[config.mk]
export PLATFORM = sky130hd
export DESIGN_NAME = ecr_regs
export DESIGN_NICKNAME = d
export VERILOG_FILES = /design/src/ecr_pkg.sv /design/src/ecr_regs.sv /design/src/ecr_sync.sv
export SDC_FILE = /design/constraint.sdc
export NUM_CORES = 1
export LEC_CHECK = 0
export BUFFER_PORTS_ARGS = -buffer_cell sky130_fd_sc_hd__buf_2
export CAP_MARGIN = 20
export CORE_UTILIZATION = 48
export CTS_CLUSTER_SIZE = 16
export DETAILED_ROUTE_END_ITERATION = 6
export PLACE_DENSITY = 0.77
export SLEW_MARGIN = 20
export SYNTH_ARGS = -nofsm -noshare
export SYNTH_HDL_FRONTEND = slang
export SYNTH_HIERARCHICAL = 1
export SYNTH_SLANG_ARGS = --single-unit
[constraint.sdc]
create_clock -name clock -period 1.5 [get_ports clock]
set_input_delay 0.225 -clock clock [delete_from_list [all_inputs] [get_ports clock]]
set_output_delay 0.225 -clock clock [all_outputs]
set_load 0.02 [all_outputs]
[src/ecr_pkg.sv]
// Constants for the bridge extended configuration register bank.
// Assumes byte addresses on a 32-bit Avalon-MM slave, one word per register.
package ecr_pkg;

  localparam int ADDR_W = 12;
  localparam int DATA_W = 32;
  localparam int AUX_W  = 4;

  // Register byte offsets
  localparam logic [11:0] OFS_SEC_ERR_PTR  = 12'h138;
  localparam logic [11:0] OFS_SEC_HDR_0    = 12'h13C;
  localparam logic [11:0] OFS_SEC_HDR_1    = 12'h140;
  localparam logic [11:0] OFS_SEC_HDR_2    = 12'h144;
  localparam logic [11:0] OFS_SEC_HDR_3    = 12'h148;
  localparam logic [11:0] OFS_VC_CAP_HDR   = 12'h150;
  localparam logic [11:0] OFS_PORT_VC_CAP1 = 12'h154;
  localparam logic [11:0] OFS_PORT_VC_CAP2 = 12'h158;
  localparam logic [11:0] OFS_PORT_VC_CTST = 12'h15C;
  localparam logic [11:0] OFS_VC0_RES_CAP  = 12'h160;
  localparam logic [11:0] OFS_VC0_RES_CTRL = 12'h164;
  localparam logic [11:0] OFS_VC0_RES_STAT = 12'h168;
  localparam logic [11:0] OFS_AUX_IO       = 12'h304;
  localparam logic [11:0] OFS_TIMERS       = 12'h310;

  // Error pointer field
  localparam int             PTR_W     = 5;
  localparam logic [4:0]     PTR_RESET = 5'h00;

  // Captured header field positions
  localparam int HDR_W          = 128;
  localparam int HDR_ATTR_LSB   = 0;
  localparam int HDR_CMD_LO_LSB = 36;
  localparam int HDR_CMD_HI_LSB = 40;
  localparam int HDR_ADDR_LO_LSB = 64;
  localparam int HDR_ADDR_HI_LSB = 96;
  localparam logic [127:0] HDR_RESET = 128'h0;

  // Virtual channel capability header
  localparam logic [15:0] VC_CAP_ID      = 16'h0002;
  localparam logic [3:0]  VC_CAP_VERSION = 4'h1;
  localparam logic [11:0] VC_NEXT_PTR    = 12'h000;

  // Channel 0 resource control
  localparam int          TC_MAP_LSB     = 1;
  localparam logic [6:0]  TC_MAP_RESET   = 7'h7F;
  localparam int          VC_ENABLE_BIT  = 31;

  // Auxiliary I/O field positions
  localparam int          AUX_DATA_CLR_LSB = 0;
  localparam int          AUX_DATA_SET_LSB = 4;
  localparam int          AUX_EN_CLR_LSB   = 8;
  localparam int          AUX_EN_SET_LSB   = 12;
  localparam int          AUX_IN_LSB       = 16;
  localparam logic [3:0]  AUX_DATA_RESET   = 4'h0;
  localparam logic [3:0]  AUX_EN_RESET     = 4'h0;

  // Replay and acknowledge latency timers
  localparam int          REPLAY_W         = 12;
  localparam int          REPLAY_LSB       = 0;
  localparam int          REPLAY_EN_BIT    = 12;
  localparam int          ACK_LAT_W        = 14;
  localparam int          ACK_LAT_LSB      = 16;
  localparam int          ACK_LAT_EN_BIT   = 30;
  localparam logic [11:0] REPLAY_RESET     = 12'h000;
  localparam logic [13:0] ACK_LAT_RESET    = 14'h0000;

  typedef enum logic [0:0] {
    ECR_BUS_IDLE = 1'b0,
    ECR_BUS_ACK  = 1'b1
  } ecr_bus_state_t;

endpackage : ecr_pkg

[src/ecr_regs.sv]
// Extended configuration register bank: secondary error log, virtual
// channel capability, auxiliary I/O and link timer settings.
// Assumes an Avalon-MM master on the same clock and error logic that
// pulses log_valid for one cycle with the captured transaction fields.
`timescale 1ns/100ps
`default_nettype none
module ecr_regs
  import ecr_pkg::*;
#(
  parameter int AUX_COUNT = 4
) (
  input  wire logic                          clock,
  input  wire logic                          rst_b,
  // Avalon-MM slave
  input  wire logic [ecr_pkg::ADDR_W-1:0]    avs_address,
  input  wire logic                          avs_read,
  input  wire logic                          avs_write,
  input  wire logic [ecr_pkg::DATA_W-1:0]    avs_writedata,
  input  wire logic [3:0]                    avs_byteenable,
  output var  logic [ecr_pkg::DATA_W-1:0]    avs_readdata,
  output var  logic                          avs_waitrequest,
  // Secondary error capture
  input  wire logic                          log_valid,
  input  wire logic [ecr_pkg::PTR_W-1:0]     log_pointer,
  input  wire logic                          log_dual_addr,
  input  wire logic [3:0]                    log_attr_cbe,
  input  wire logic [31:0]                   log_attr_ad,
  input  wire logic [3:0]                    log_cmd_lo,
  input  wire logic [3:0]                    log_cmd_hi,
  input  wire logic [31:0]                   log_addr_lo,
  input  wire logic [31:0]                   log_addr_hi,
  // Auxiliary pins
  input  wire logic [AUX_COUNT-1:0]          aux_input,
  output var  logic [AUX_COUNT-1:0]          aux_output,
  output var  logic [AUX_COUNT-1:0]          aux_output_oe,
  // Settings to the link layer
  output var  logic [ecr_pkg::REPLAY_W-1:0]  replay_timer,
  output var  logic                          replay_timer_en,
  output var  logic [ecr_pkg::ACK_LAT_W-1:0] ack_latency_timer,
  output var  logic [6:0]                    tc_map_upper
);

  import ecr_pkg::*;

  // Bus state
  ecr_bus_state_t state_reg;
  ecr_bus_state_t state_next;
  logic [31:0]    readdata_next;
  logic           waitrequest_next;

  // Storage
  logic [PTR_W-1:0]     err_ptr_reg;
  logic [PTR_W-1:0]     err_ptr_next;
  logic [HDR_W-1:0]     header_reg;
  logic [HDR_W-1:0]     header_next;
  logic [6:0]           tc_map_reg;
  logic [6:0]           tc_map_next;
  logic [AUX_COUNT-1:0] aux_data_reg;
  logic [AUX_COUNT-1:0] aux_data_next;
  logic [AUX_COUNT-1:0] aux_en_reg;
  logic [AUX_COUNT-1:0] aux_en_next;
  logic [REPLAY_W-1:0]  replay_reg;
  logic [REPLAY_W-1:0]  replay_next;
  logic                 replay_en_reg;
  logic                 replay_en_next;
  logic [ACK_LAT_W-1:0] ack_lat_reg;
  logic [ACK_LAT_W-1:0] ack_lat_next;
  logic [AUX_COUNT-1:0] aux_in_sync;

  ecr_sync #(
    .WIDTH    (AUX_COUNT)
  ) u_aux_sync (
    .clock    (clock),
    .rst_b    (rst_b),
    .async_in (aux_input),
    .sync_out (aux_in_sync)
  );

  // Address decode
  wire logic [11:0] word_addr = {avs_address[11:2], 2'b00};
  wire logic sel_ptr   = (word_addr == OFS_SEC_ERR_PTR);
  wire logic sel_hdr0  = (word_addr == OFS_SEC_HDR_0);
  wire logic sel_hdr1  = (word_addr == OFS_SEC_HDR_1);
  wire logic sel_hdr2  = (word_addr == OFS_SEC_HDR_2);
  wire logic sel_hdr3  = (word_addr == OFS_SEC_HDR_3);
  wire logic sel_vchdr = (word_addr == OFS_VC_CAP_HDR);
  wire logic sel_rctl  = (word_addr == OFS_VC0_RES_CTRL);
  wire logic sel_aux   = (word_addr == OFS_AUX_IO);
  wire logic sel_tmr   = (word_addr == OFS_TIMERS);

  // Commit happens only at the edge where waitrequest is seen low
  wire logic bus_req   = avs_read | avs_write;
  wire logic wr_commit = avs_write & ~avs_waitrequest;

  // Byte-lane masked write data
  wire logic [31:0] be_mask = {{8{avs_byteenable[3]}},
                               {8{avs_byteenable[2]}},
                               {8{avs_byteenable[1]}},
                               {8{avs_byteenable[0]}}};
  wire logic [31:0] wdata_m = avs_writedata & be_mask;

  // Composed read views
  wire logic [31:0] ptr_view =
    {{(32-PTR_W){1'b0}}, err_ptr_reg};
  wire logic [31:0] vchdr_view =
    {VC_NEXT_PTR, VC_CAP_VERSION, VC_CAP_ID};
  wire logic [31:0] rctl_view =
    {1'b1, 23'h000000, tc_map_reg, 1'b1};
  wire logic [31:0] aux_view =
    {12'h000, aux_in_sync, aux_en_reg, aux_en_reg,
     aux_data_reg, aux_data_reg};
  wire logic [31:0] tmr_view =
    {1'b0, 1'b0, ack_lat_reg, 3'b000,
     replay_en_reg, replay_reg};

  // Reserved words and the fixed-zero channel registers fall to zero
  wire logic [31:0] read_mux =
    sel_ptr   ? ptr_view           :
    sel_hdr0  ? header_reg[31:0]   :
    sel_hdr1  ? header_reg[63:32]  :
    sel_hdr2  ? header_reg[95:64]  :
    sel_hdr3  ? header_reg[127:96] :
    sel_vchdr ? vchdr_view         :
    sel_rctl  ? rctl_view          :
    sel_aux   ? aux_view           :
    sel_tmr   ? tmr_view           :
    32'h00000000;

  // Header image built from one capture
  wire logic [HDR_W-1:0] captured_header = {
    log_dual_addr ? log_addr_hi : 32'h00000000,
    log_addr_lo,
    20'h00000,
    log_dual_addr ? log_cmd_hi : 4'h0,
    log_cmd_lo,
    log_attr_cbe,
    log_attr_ad
  };

  // Auxiliary write strobes, lane masked
  wire logic aux_wr = wr_commit & sel_aux;
  wire logic [3:0] data_clr =
    aux_wr ? wdata_m[AUX_DATA_CLR_LSB +: 4] : 4'h0;
  wire logic [3:0] data_set =
    aux_wr ? wdata_m[AUX_DATA_SET_LSB +: 4] : 4'h0;
  wire logic [3:0] en_clr =
    aux_wr ? wdata_m[AUX_EN_CLR_LSB +: 4] : 4'h0;
  wire logic [3:0] en_set =
    aux_wr ? wdata_m[AUX_EN_SET_LSB +: 4] : 4'h0;

  // Bus handshake: one wait cycle, then a single-cycle answer
  always_comb
  begin
    state_next       = state_reg;
    waitrequest_next = 1'b1;
    readdata_next    = avs_readdata;
    case (state_reg)
      ECR_BUS_IDLE:
      begin
        if (bus_req)
        begin
          state_next       = ECR_BUS_ACK;
          waitrequest_next = 1'b0;
          readdata_next    = avs_read ? read_mux : 32'h00000000;
        end
      end
      ECR_BUS_ACK:
      begin
        // Back to idle so a held request is not answered twice
        state_next       = ECR_BUS_IDLE;
        waitrequest_next = 1'b1;
      end
      default:
      begin
        state_next       = ECR_BUS_IDLE;
        waitrequest_next = 1'b1;
      end
    endcase
  end

  // Error log: a new capture overwrites the old one
  always_comb
  begin
    err_ptr_next = err_ptr_reg;
    header_next  = header_reg;
    if (log_valid)
    begin
      err_ptr_next = log_pointer;
      header_next  = captured_header;
    end
  end

  // Channel 0 map, only the upper seven classes are writable
  always_comb
  begin
    tc_map_next = tc_map_reg;
    if (wr_commit && sel_rctl && avs_byteenable[0])
    begin
      tc_map_next = avs_writedata[TC_MAP_LSB +: 7];
    end
  end

  // Set is applied after clear, so a word with both wins for set
  always_comb
  begin
    aux_data_next = (aux_data_reg & ~data_clr) | data_set;
    aux_en_next   = (aux_en_reg & ~en_clr) | en_set;
  end

  // Timer settings with byte-lane control
  always_comb
  begin
    replay_next    = replay_reg;
    replay_en_next = replay_en_reg;
    ack_lat_next   = ack_lat_reg;
    if (wr_commit && sel_tmr)
    begin
      if (avs_byteenable[0])
      begin
        replay_next[7:0] = avs_writedata[7:0];
      end
      if (avs_byteenable[1])
      begin
        replay_next[11:8] = avs_writedata[11:8];
        replay_en_next    = avs_writedata[REPLAY_EN_BIT];
      end
      if (avs_byteenable[2])
      begin
        ack_lat_next[7:0] = avs_writedata[23:16];
      end
      if (avs_byteenable[3])
      begin
        ack_lat_next[13:8] = avs_writedata[29:24];
      end
    end
  end

  always_ff @(posedge clock or negedge rst_b)
  begin
    if (!rst_b)
    begin
      state_reg       <= ECR_BUS_IDLE;
      avs_waitrequest <= 1'b1;
      avs_readdata    <= 32'h00000000;
    end
    else
    begin
      state_reg       <= state_next;
      avs_waitrequest <= waitrequest_next;
      avs_readdata    <= readdata_next;
    end
  end

  always_ff @(posedge clock or negedge rst_b)
  begin
    if (!rst_b)
    begin
      err_ptr_reg <= PTR_RESET;
      header_reg  <= HDR_RESET;
    end
    else
    begin
      err_ptr_reg <= err_ptr_next;
      header_reg  <= header_next;
    end
  end

  always_ff @(posedge clock or negedge rst_b)
  begin
    if (!rst_b)
    begin
      tc_map_reg   <= TC_MAP_RESET;
      aux_data_reg <= AUX_DATA_RESET;
      aux_en_reg   <= AUX_EN_RESET;
    end
    else
    begin
      tc_map_reg   <= tc_map_next;
      aux_data_reg <= aux_data_next;
      aux_en_reg   <= aux_en_next;
    end
  end

  always_ff @(posedge clock or negedge rst_b)
  begin
    if (!rst_b)
    begin
      replay_reg    <= REPLAY_RESET;
      replay_en_reg <= 1'b0;
      ack_lat_reg   <= ACK_LAT_RESET;
    end
    else
    begin
      replay_reg    <= replay_next;
      replay_en_reg <= replay_en_next;
      ack_lat_reg   <= ack_lat_next;
    end
  end

  // Pin drivers as separate flops so the outputs come straight from them
  always_ff @(posedge clock or negedge rst_b)
  begin
    if (!rst_b)
    begin
      aux_output    <= '0;
      aux_output_oe <= '0;
    end
    else
    begin
      aux_output    <= aux_data_next & aux_en_next;
      aux_output_oe <= aux_en_next;
    end
  end

  always_ff @(posedge clock or negedge rst_b)
  begin
    if (!rst_b)
    begin
      replay_timer      <= REPLAY_RESET;
      replay_timer_en   <= 1'b0;
      ack_latency_timer <= ACK_LAT_RESET;
      tc_map_upper      <= TC_MAP_RESET;
    end
    else
    begin
      replay_timer      <= replay_next;
      replay_timer_en   <= replay_en_next;
      ack_latency_timer <= ack_lat_next;
      tc_map_upper      <= tc_map_next;
    end
  end

endmodule : ecr_regs
`default_nettype wire

[src/ecr_sync.sv]
// Two-stage synchroniser for a group of asynchronous level inputs.
// Assumes the inputs change slowly compared with the clock.
`timescale 1ns/100ps
`default_nettype none
module ecr_sync #(
  parameter int WIDTH = 4
) (
  input  wire logic             clock,
  input  wire logic             rst_b,
  input  wire logic [WIDTH-1:0] async_in,
  output var  logic [WIDTH-1:0] sync_out
);

  logic [WIDTH-1:0] meta_reg;

  // First stage feeds only the second stage
  always_ff @(posedge clock or negedge rst_b)
  begin
    if (!rst_b)
    begin
      meta_reg <= '0;
      sync_out <= '0;
    end
    else
    begin
      meta_reg <= async_in;
      sync_out <= meta_reg;
    end
  end

endmodule : ecr_sync
`default_nettype wire

==> flow_summary.yaml, run 1 <==
pwr:
  power_density_nw_per_um2: 937
  ir_drop_mv: 0.814
  leakagePower_nw: 6.65
  power_mw: 13.2
synth:
  netlist_instances: 770
  synth_top_family_by_area: "compound AO/OA/AOI/OAI gates"
  yosysWarnings: 6
  synth.avg_cell_area_um2: 11.7
  synth-edff-count: 0
  synthSimpleGateAreaFrac_pct: 10.4
  ys_seq_elements: 201
  syn-cell-area_um2: 9050
  synth-adder-area-share_pct: 0
  synth_xor_area_share_pct: 0.0968
  ys_seq_area_share_pct: 55.7
  synth_ff_type: "dfrtp_1"
  synth.distinct_cells: 70
  synth-compound-area-share_pct: 15.4
  syn_nets: 941
  muxShareOfSynthArea_pct: 14.2
  async_flop_share_pct: 100
route:
  num_vias: 8760
  ant_nets: 0
  drt_wl_total_mm: 34.2
  wire_per_inst_um: 22.7
  drc: 0
  vias_per_cell: 5.82
  first_pass_iters: 6
  drt_iter0_drc: 659
global_routing:
  grt_max_degree: 64
  grt_pass1_wl_mm: 51.4
  grt_overflow: 0
  antenna_found_initial: 1
  track_usage_pct: 34.7
  grt_pass1_vias: 9087
final_layout:
  design_area_um2: 14100
  drive_gt1_share_pct: 46.4
  instances_no_fill: 1506
  area_growth_syn_to_layout_pct: 56.0
  final_nets: 1432
  largest_reg_flops: 108
sta:
  relSlewSlack_pct: 57.9
  hold_viol: 0
  fmax_mhz: 597
  fin_hold_ws_ns: 0.0157
  setup_violations: 29
  worst_slack_ns: -0.175
  rsz0062_at_grt: "true"
  period_minus_slack_ns: 1.68
  tightest_slew_ns: 0.631
  slew_viol_final: 0
  skew_ns: 0.0229
  min_period_over_period_pct: 112
worst_setup_path:
  startpoint_type: "flop"
  crit_chain: "nand3b_1 > buf_4 > nor3_4 > buf_12 > mux2_4"
  critPathBufInv: 2
  r2r-start: "avs_waitrequest$_DFF_PN1_"
  crit_type: "reg -> reg"
  startpoint: "avs_waitrequest$_DFF_PN1_"
  worstPathRequired_ns: 1.89
  cpPeakStageDelay_ns: 0.38
  critPathSlowestCell: "dfstp_2"
  cp_top_family: "simple AND/OR/NAND/NOR gates"
  critPathMaxFanout: 5
  crit_path_end_kind: "flop"
  arrival_ns: 2.07
worst_hold_path:
  min-delay-start: "avs_writedata[13]"
  min_path_type: "in -> reg"
clock_network:
  cts_buffers: 22
  clk_pin_slew_ns: 0.06
  cts_root_buffer: "clkbuf_16"
  cts_tree: "done"
  clock_path_buffers: 3
  clock_sinks: 201
  clkLatencyLatePin_ns: 0.50
  ctsHtreeMaxLevel: 1
run_status:
  status: "complete, but fails checks"
  violations: "setup timing"
floorplan:
  row_count: 49
  core_area_um2: 18200
  die_h_um: 139
  dieArea_um2: 19400
  die-width_um: 139
  num_io_pins: 246
  start_util_pct: 49.7
place:
  preCtsSetupSlack_ns: -0.608
  hpwl_mm: 21.5
  dp.cells: 1309
  port_buffers: 241
  post_dp_cell_area_um2: 11500
  gp_congestion: 0.963
flow_run:
  maxCapViolCount: 0
==> final cells by class <==
cell class	count	area, um^2
timing repair buffer	516	3940
fill	1078	4100
inverter	43	161
clock buffer	32	669
multi-input combinational	477	3940
antenna	1	2.50
tap	229	287
sequential	201	5040
clock inverter	7	71.3
==> report_power, final <==
group          internal [mW]  switching [mW]  leakage (nW)
Clock                   3.27            2.21         0.357
Sequential              5.74           0.198          2.55
Combinational          0.961           0.852          3.75
Total                   9.97            3.26          6.65
==> per-layer routing <==
| metal | wire [um] | share of wire (%) | vias up | global-route usage, % |
|---|---|---|---|---|
| li1 | - | - | 3817 | - |
| met1 | 13500 | 39 | 4318 | 45.5 |
| met2 | 16700 | 49 | 513 | 58.5 |
| met3 | 2700 | 7.9 | 112 | 5.47 |
| met4 | 1360 | 4.0 | 0 | 12.0 |
| met5 | 0 | 0 | - | 0 |
==> cell families after synthesis <==
group	after synthesis
AND/OR/NAND/NOR	156
buffers and inverters	92
flip-flops	201
multiplexers	114
XOR/XNOR	1
AO/OA/AOI/OAI	206
==> repair_timing <==
action,4_1_cts,5_1_grt
gates cloned,0,1
hold endpoints to repair,184,1
gates resized for setup,19,63
hold buffers,141,1
buffers inserted,5,11
pin swaps,12,27
setup endpoints to repair,30,67
==> cells in the final DEF (no fill, tap or decap), drive strengths merged, types with 9 or more instances in the layout <==
| master | instances |
|---|---|
| a21oi | 18 |
| a221oi | 9 |
| a222oi | 10 |
| a22o | 10 |
| a22oi | 33 |
| buf | 373 |
| clkbuf | 33 |
| dfrtp | 193 |
| dlygate4sd3 | 142 |
| inv | 43 |
| mux2 | 112 |
| nand2 | 36 |
| nand3 | 46 |
| nor2 | 22 |
| o21ai | 76 |
==> worst register-to-register path: stages, from the launching register on <==
cell and delay, ns:
dfstp_2 0.38, nand3b_1 0.31, buf_4 0.24, nor3_4 0.19, buf_12 0.15, mux2_4 0.30
==> path summary, 6_finish.rpt <==
| kind | slack [ns] | depth (start not counted) | to |
|---|---|---|---|
| worst max register to register | -0.18 | 5 | replay_timer[11]$_DFFE_PN0P_ |
| min in group asynchronous | 0.28 | 2 | header_reg[97]$_DFFE_PN0P_ |
| worst min-delay path | 0.02 | 2 | aux_output_oe[1]$_DFF_PN0_ |
| worst max-delay path | -0.18 | 5 | replay_timer[11]$_DFFE_PN0P_ |
| worst min register to register | 0.34 | 0 | u_aux_sync/sync_out[0]$_DFF_PN0_ |
| max in group asynchronous | 0.61 | 3 | tc_map_upper[5]$_DFFE_PN1P_ |
==> stage by stage <==
step                      setup TNS [ns]  util, %
after floorplan                   -16.46        -
after global placement            -34.21     63.3
after detailed placement          -35.42     63.3
after CTS                         -0.907     75.6
after global routing               -3.25     77.5
final                              -1.93     77.5
==> cells in the mapped netlist (3+ instances only) <==
library cell	number	area, um^2
nand3_1	44	220
inv_1	43	161
a22oi_1	33	248
nor2_1	22	82.6
a22o_1	8	70.1
buf_2	7	35.0
a221o_1	3	30.0
a221oi_1	9	78.8
buf_1	6	22.5
a211oi_1	4	30.0
nand4_1	3	18.8
a2bb2oi_1	6	52.6
nor4_1	4	25.0
o21ai_0	76	380
a222oi_1	10	100
nand2_1	35	131
buf_6	3	33.8
dfstp_2	8	210
nor3_4	4	65.1
o21bai_1	4	30.0
mux2_2	112	1260
and2_1	5	31.3
a31oi_1	6	37.5
o31ai_1	4	30.0
nor2b_1	8	50.1
a21oi_1	18	90.1
clkbuf_1	31	116
dfrtp_1	193	4830
nand2b_1	3	18.8
or2_2	3	18.8
Note: power is estimated with default switching activity, not from simulation.
==> inputs of run 2 (changes only) <==
- ABC_AREA: unset -> 1
- SYNTH_HIERARCHICAL: 1 -> unset
==> run 2 against run 1 <==
Effect of this change:
- the run now ends clean
- worst setup slack improved by 0.22 ns
- global-route usage decreased by 2.5 points
- non-clock buffer count fell by 51
- sequential power is 1% lower
- cell count increased by 15%
- worst hold slack lost 0.0085 ns
- via count increased by 4.9%
- clock power increased by 9.1%
- critical path type is now reg -> out
==> flow_summary.yaml, run 2 <==
pwr:
  power_density_nw_per_um2: 991
  clockPowerShare_pct: 44.9
  p_seq_share_pct: 44.0
  p_int_mw: 10.2
  switchingPower_mw: 3.12
  swShare_pct: 23.5
  pwr-share-comb_pct: 11.0
  leakagePower_nw: 7.00
  ir_drop_mv: 1.06
route:
  drt_wl_total_mm: 31.0
  vias_per_cell: 5.31
  ant_nets: 0
  first_pass_iters: 5
  drt_iter0_drc: 639
  wire_per_inst_um: 17.9
  num_vias: 9187
  drc: 0
worst_setup_path:
  worstPathRequired_ns: 1.27
  cp_top_family: "flip-flops"
  arrival_ns: 1.23
  critPathMaxFanout: 2
  startpoint_type: "flop"
  crit_type: "reg -> out"
  r2r-start: "state_reg$_DFF_PN0_"
  crit_path_end_kind: "output port"
  startpoint: "avs_waitrequest$_DFF_PN1_"
  critPathBufInv: 1
  cpPeakStageDelay_ns: 0.55
  crit_chain: "buf_2"
  critPathSlowestCell: "dfstp_2"
synth:
  ys_seq_area_share_pct: 55.4
  netlist.top_cell.by_area: "dfrtp_1"
  syn-cell-area_um2: 9100
  async_flop_share_pct: 100
  synth_area_leaders: "dfrtp_1 53%, nand2_1 11%, o21ai_0 7.2%, inv_1 5.4%, mux2_2 5.0%"
  synth_ff_type: "dfrtp_1"
  synth.distinct_cells: 34
  yosysWarnings: 0
  synth-edff-count: 0
  synth.most_common_cell: "nand2_1"
  synth.avg_cell_area_um2: 8.75
  synth_top_cell_area_share_pct: 53.1
  syn_nets: 1211
  ys_seq_elements: 201
  netlist_instances: 1040
  synthTopCellsByCount: "255 x nand2_1, 193 x dfrtp_1, 132 x inv_1"
sta:
  tightest_slew_ns: 0.492
  relSlewSlack_pct: 67.2
  setup_violations: 0
  fin_hold_ws_ns: 0.00719
  skew_ns: 0.00708
  fmax_mhz: 687
  slew_viol_final: 0
  hold_viol: 0
  min_period_over_period_pct: 97.0
  period_minus_slack_ns: 1.45
global_routing:
  grt_overflow: 0
  grt_pass1_wl_mm: 48.8
  grt_max_degree: 52
  antenna_found_initial: 1
  grt_pass1_vias: 9501
  track_usage_pct: 32.1
floorplan:
  dieArea_um2: 19500
  die_h_um: 140
  start_util_pct: 49.8
  num_io_pins: 246
  die-width_um: 140
  row_count: 49
  core_area_um2: 18300
clock_network:
  cts_buffers: 22
  ctsHtreeMaxLevel: 1
  cts_root_buffer: "clkbuf_16"
  clkLatencyLatePin_ns: 0.50
  clk_pin_slew_ns: 0.06
  clock_sinks: 201
  cts_tree: "done"
  clock_path_buffers: 3
final_layout:
  final_nets: 1655
  largest_reg_flops: 108
  area_growth_syn_to_layout_pct: 47.6
  layout_common_cells: "255 x nand2_1, 239 x buf_2, 193 x dfrtp_1"
  drive_gt1_share_pct: 29.7
  instances_no_fill: 1730
  mostFrequentLayoutCell: "nand2_1"
place:
  gp_congestion: 0.936
  port_buffers: 241
  hpwl_mm: 19.4
  dp.cells: 1548
run_status:
  status: "completed"
flow_run:
  maxCapViolCount: 0
worst_hold_path:
  min_path_type: "in -> reg"
  min-delay-start: "log_addr_hi[22]"
-- run 2: changes by cell type in the layout (fill, tap and decap cells not counted), moves of 34 or more --
| cell | change |
|---|---|
| nand3_1 | +36 |
| inv_1 | +88 |
| nor2_1 | +40 |
| mux2_2 | -50 |
| buf_4 | -34 |
| o21ai_0 | +79 |
| nand2_1 | +226 |
-- run 2: path summary, 6_finish.rpt --
kind | endpoint | slack [ns] | cells after the start
worst max-delay path | avs_waitrequest | 0.05 | 1
min in group asynchronous | header_reg[66]$_DFFE_PN0P_ | 0.24 | 2
worst min-delay path | header_reg[118]$_DFFE_PN0P_ | 0.007 | 3
worst min register to register | u_aux_sync.sync_out[3]$_DFF_PN0_ | 0.35 | 0
worst max register to register | avs_readdata[6]$_DFFE_PN0P_ | 0.05 | 9
max in group asynchronous | header_reg[109]$_DFFE_PN0P_ | 0.58 | 3
-- run 2: logic make-up (layout without fill, tap and decap cells) --
group	count (synthesis)	after routing	share of synthesized area (%)
flip-flops	201	201	55.4
other	0	1	0
AND/OR/NAND/NOR	420	420	19.7
buffers and inverters	186	646	8.38
multiplexers	42	42	5.24
AO/OA/AOI/OAI	191	191	11.3
-- run 2: per-stage QoR --
stage               total power, mW  setup slack [ns]  util [%]  area [um^2]  setup TNS, ns
floorplan                      6.42            0.0951         -         9100              0
global placement               7.01            -0.267      61.1        11200         -10.31
detailed placement             7.05            -0.307      61.1        11200         -11.97
CTS                            13.3            0.0245      73.4        13400              0
global route                   13.7          -0.00403      73.5        13400       -0.00403
finish                         13.3            0.0452      73.5        13400              0
-- run 2: power by group through the flow --
stage | clock network, mW | logic [mW] | registers (mW)
floorplan | 0 | 0.500 | 5.92
global placement | 0 | 1.08 | 5.93
detailed placement | 0 | 1.11 | 5.94
CTS | 6.03 | 1.42 | 5.85
global route | 6.24 | 1.60 | 5.88
finish | 5.98 | 1.47 | 5.86
-- run 2: repair_timing --
item                                    4_1_cts  5_1_grt
hold endpoints to repair                    180        0
endpoints found under the setup margin       19        5
pin swaps                                     0        1
buffers inserted                              0        0
gates resized for setup                       3        6
hold buffers                                141        0
-- run 2: per-layer routing --
metal | vias to the layer above | share of wire [%] | GRT usage, %
met5 | - | 0 | 0
met4 | 0 | 4.3 | 13.6
met3 | 108 | 6.7 | 5.02
met2 | 472 | 51 | 57.6
met1 | 4397 | 38 | 38.5
li1 | 4210 | - | -
-- run 2: cell type report --
type | count | area [um^2]
sequential | 201 | 5040
fill | 1249 | 4850
timing repair buffer | 465 | 3430
multi-input combinational | 653 | 3320
clock buffer | 29 | 648
inverter | 141 | 532
tap | 229 | 287
clock inverter | 11 | 165
antenna | 1 | 2.50
-- run 2: worst reg2reg max path, delay by kind of cell (launching register included) --
family / cells / cell delay, ns
AOI/OAI and AO/OA: 2 / 0.24
buffers and inverters: 3 / 0.38
DFF: 1 / 0.39
and+or+nand+nor: 4 / 0.37
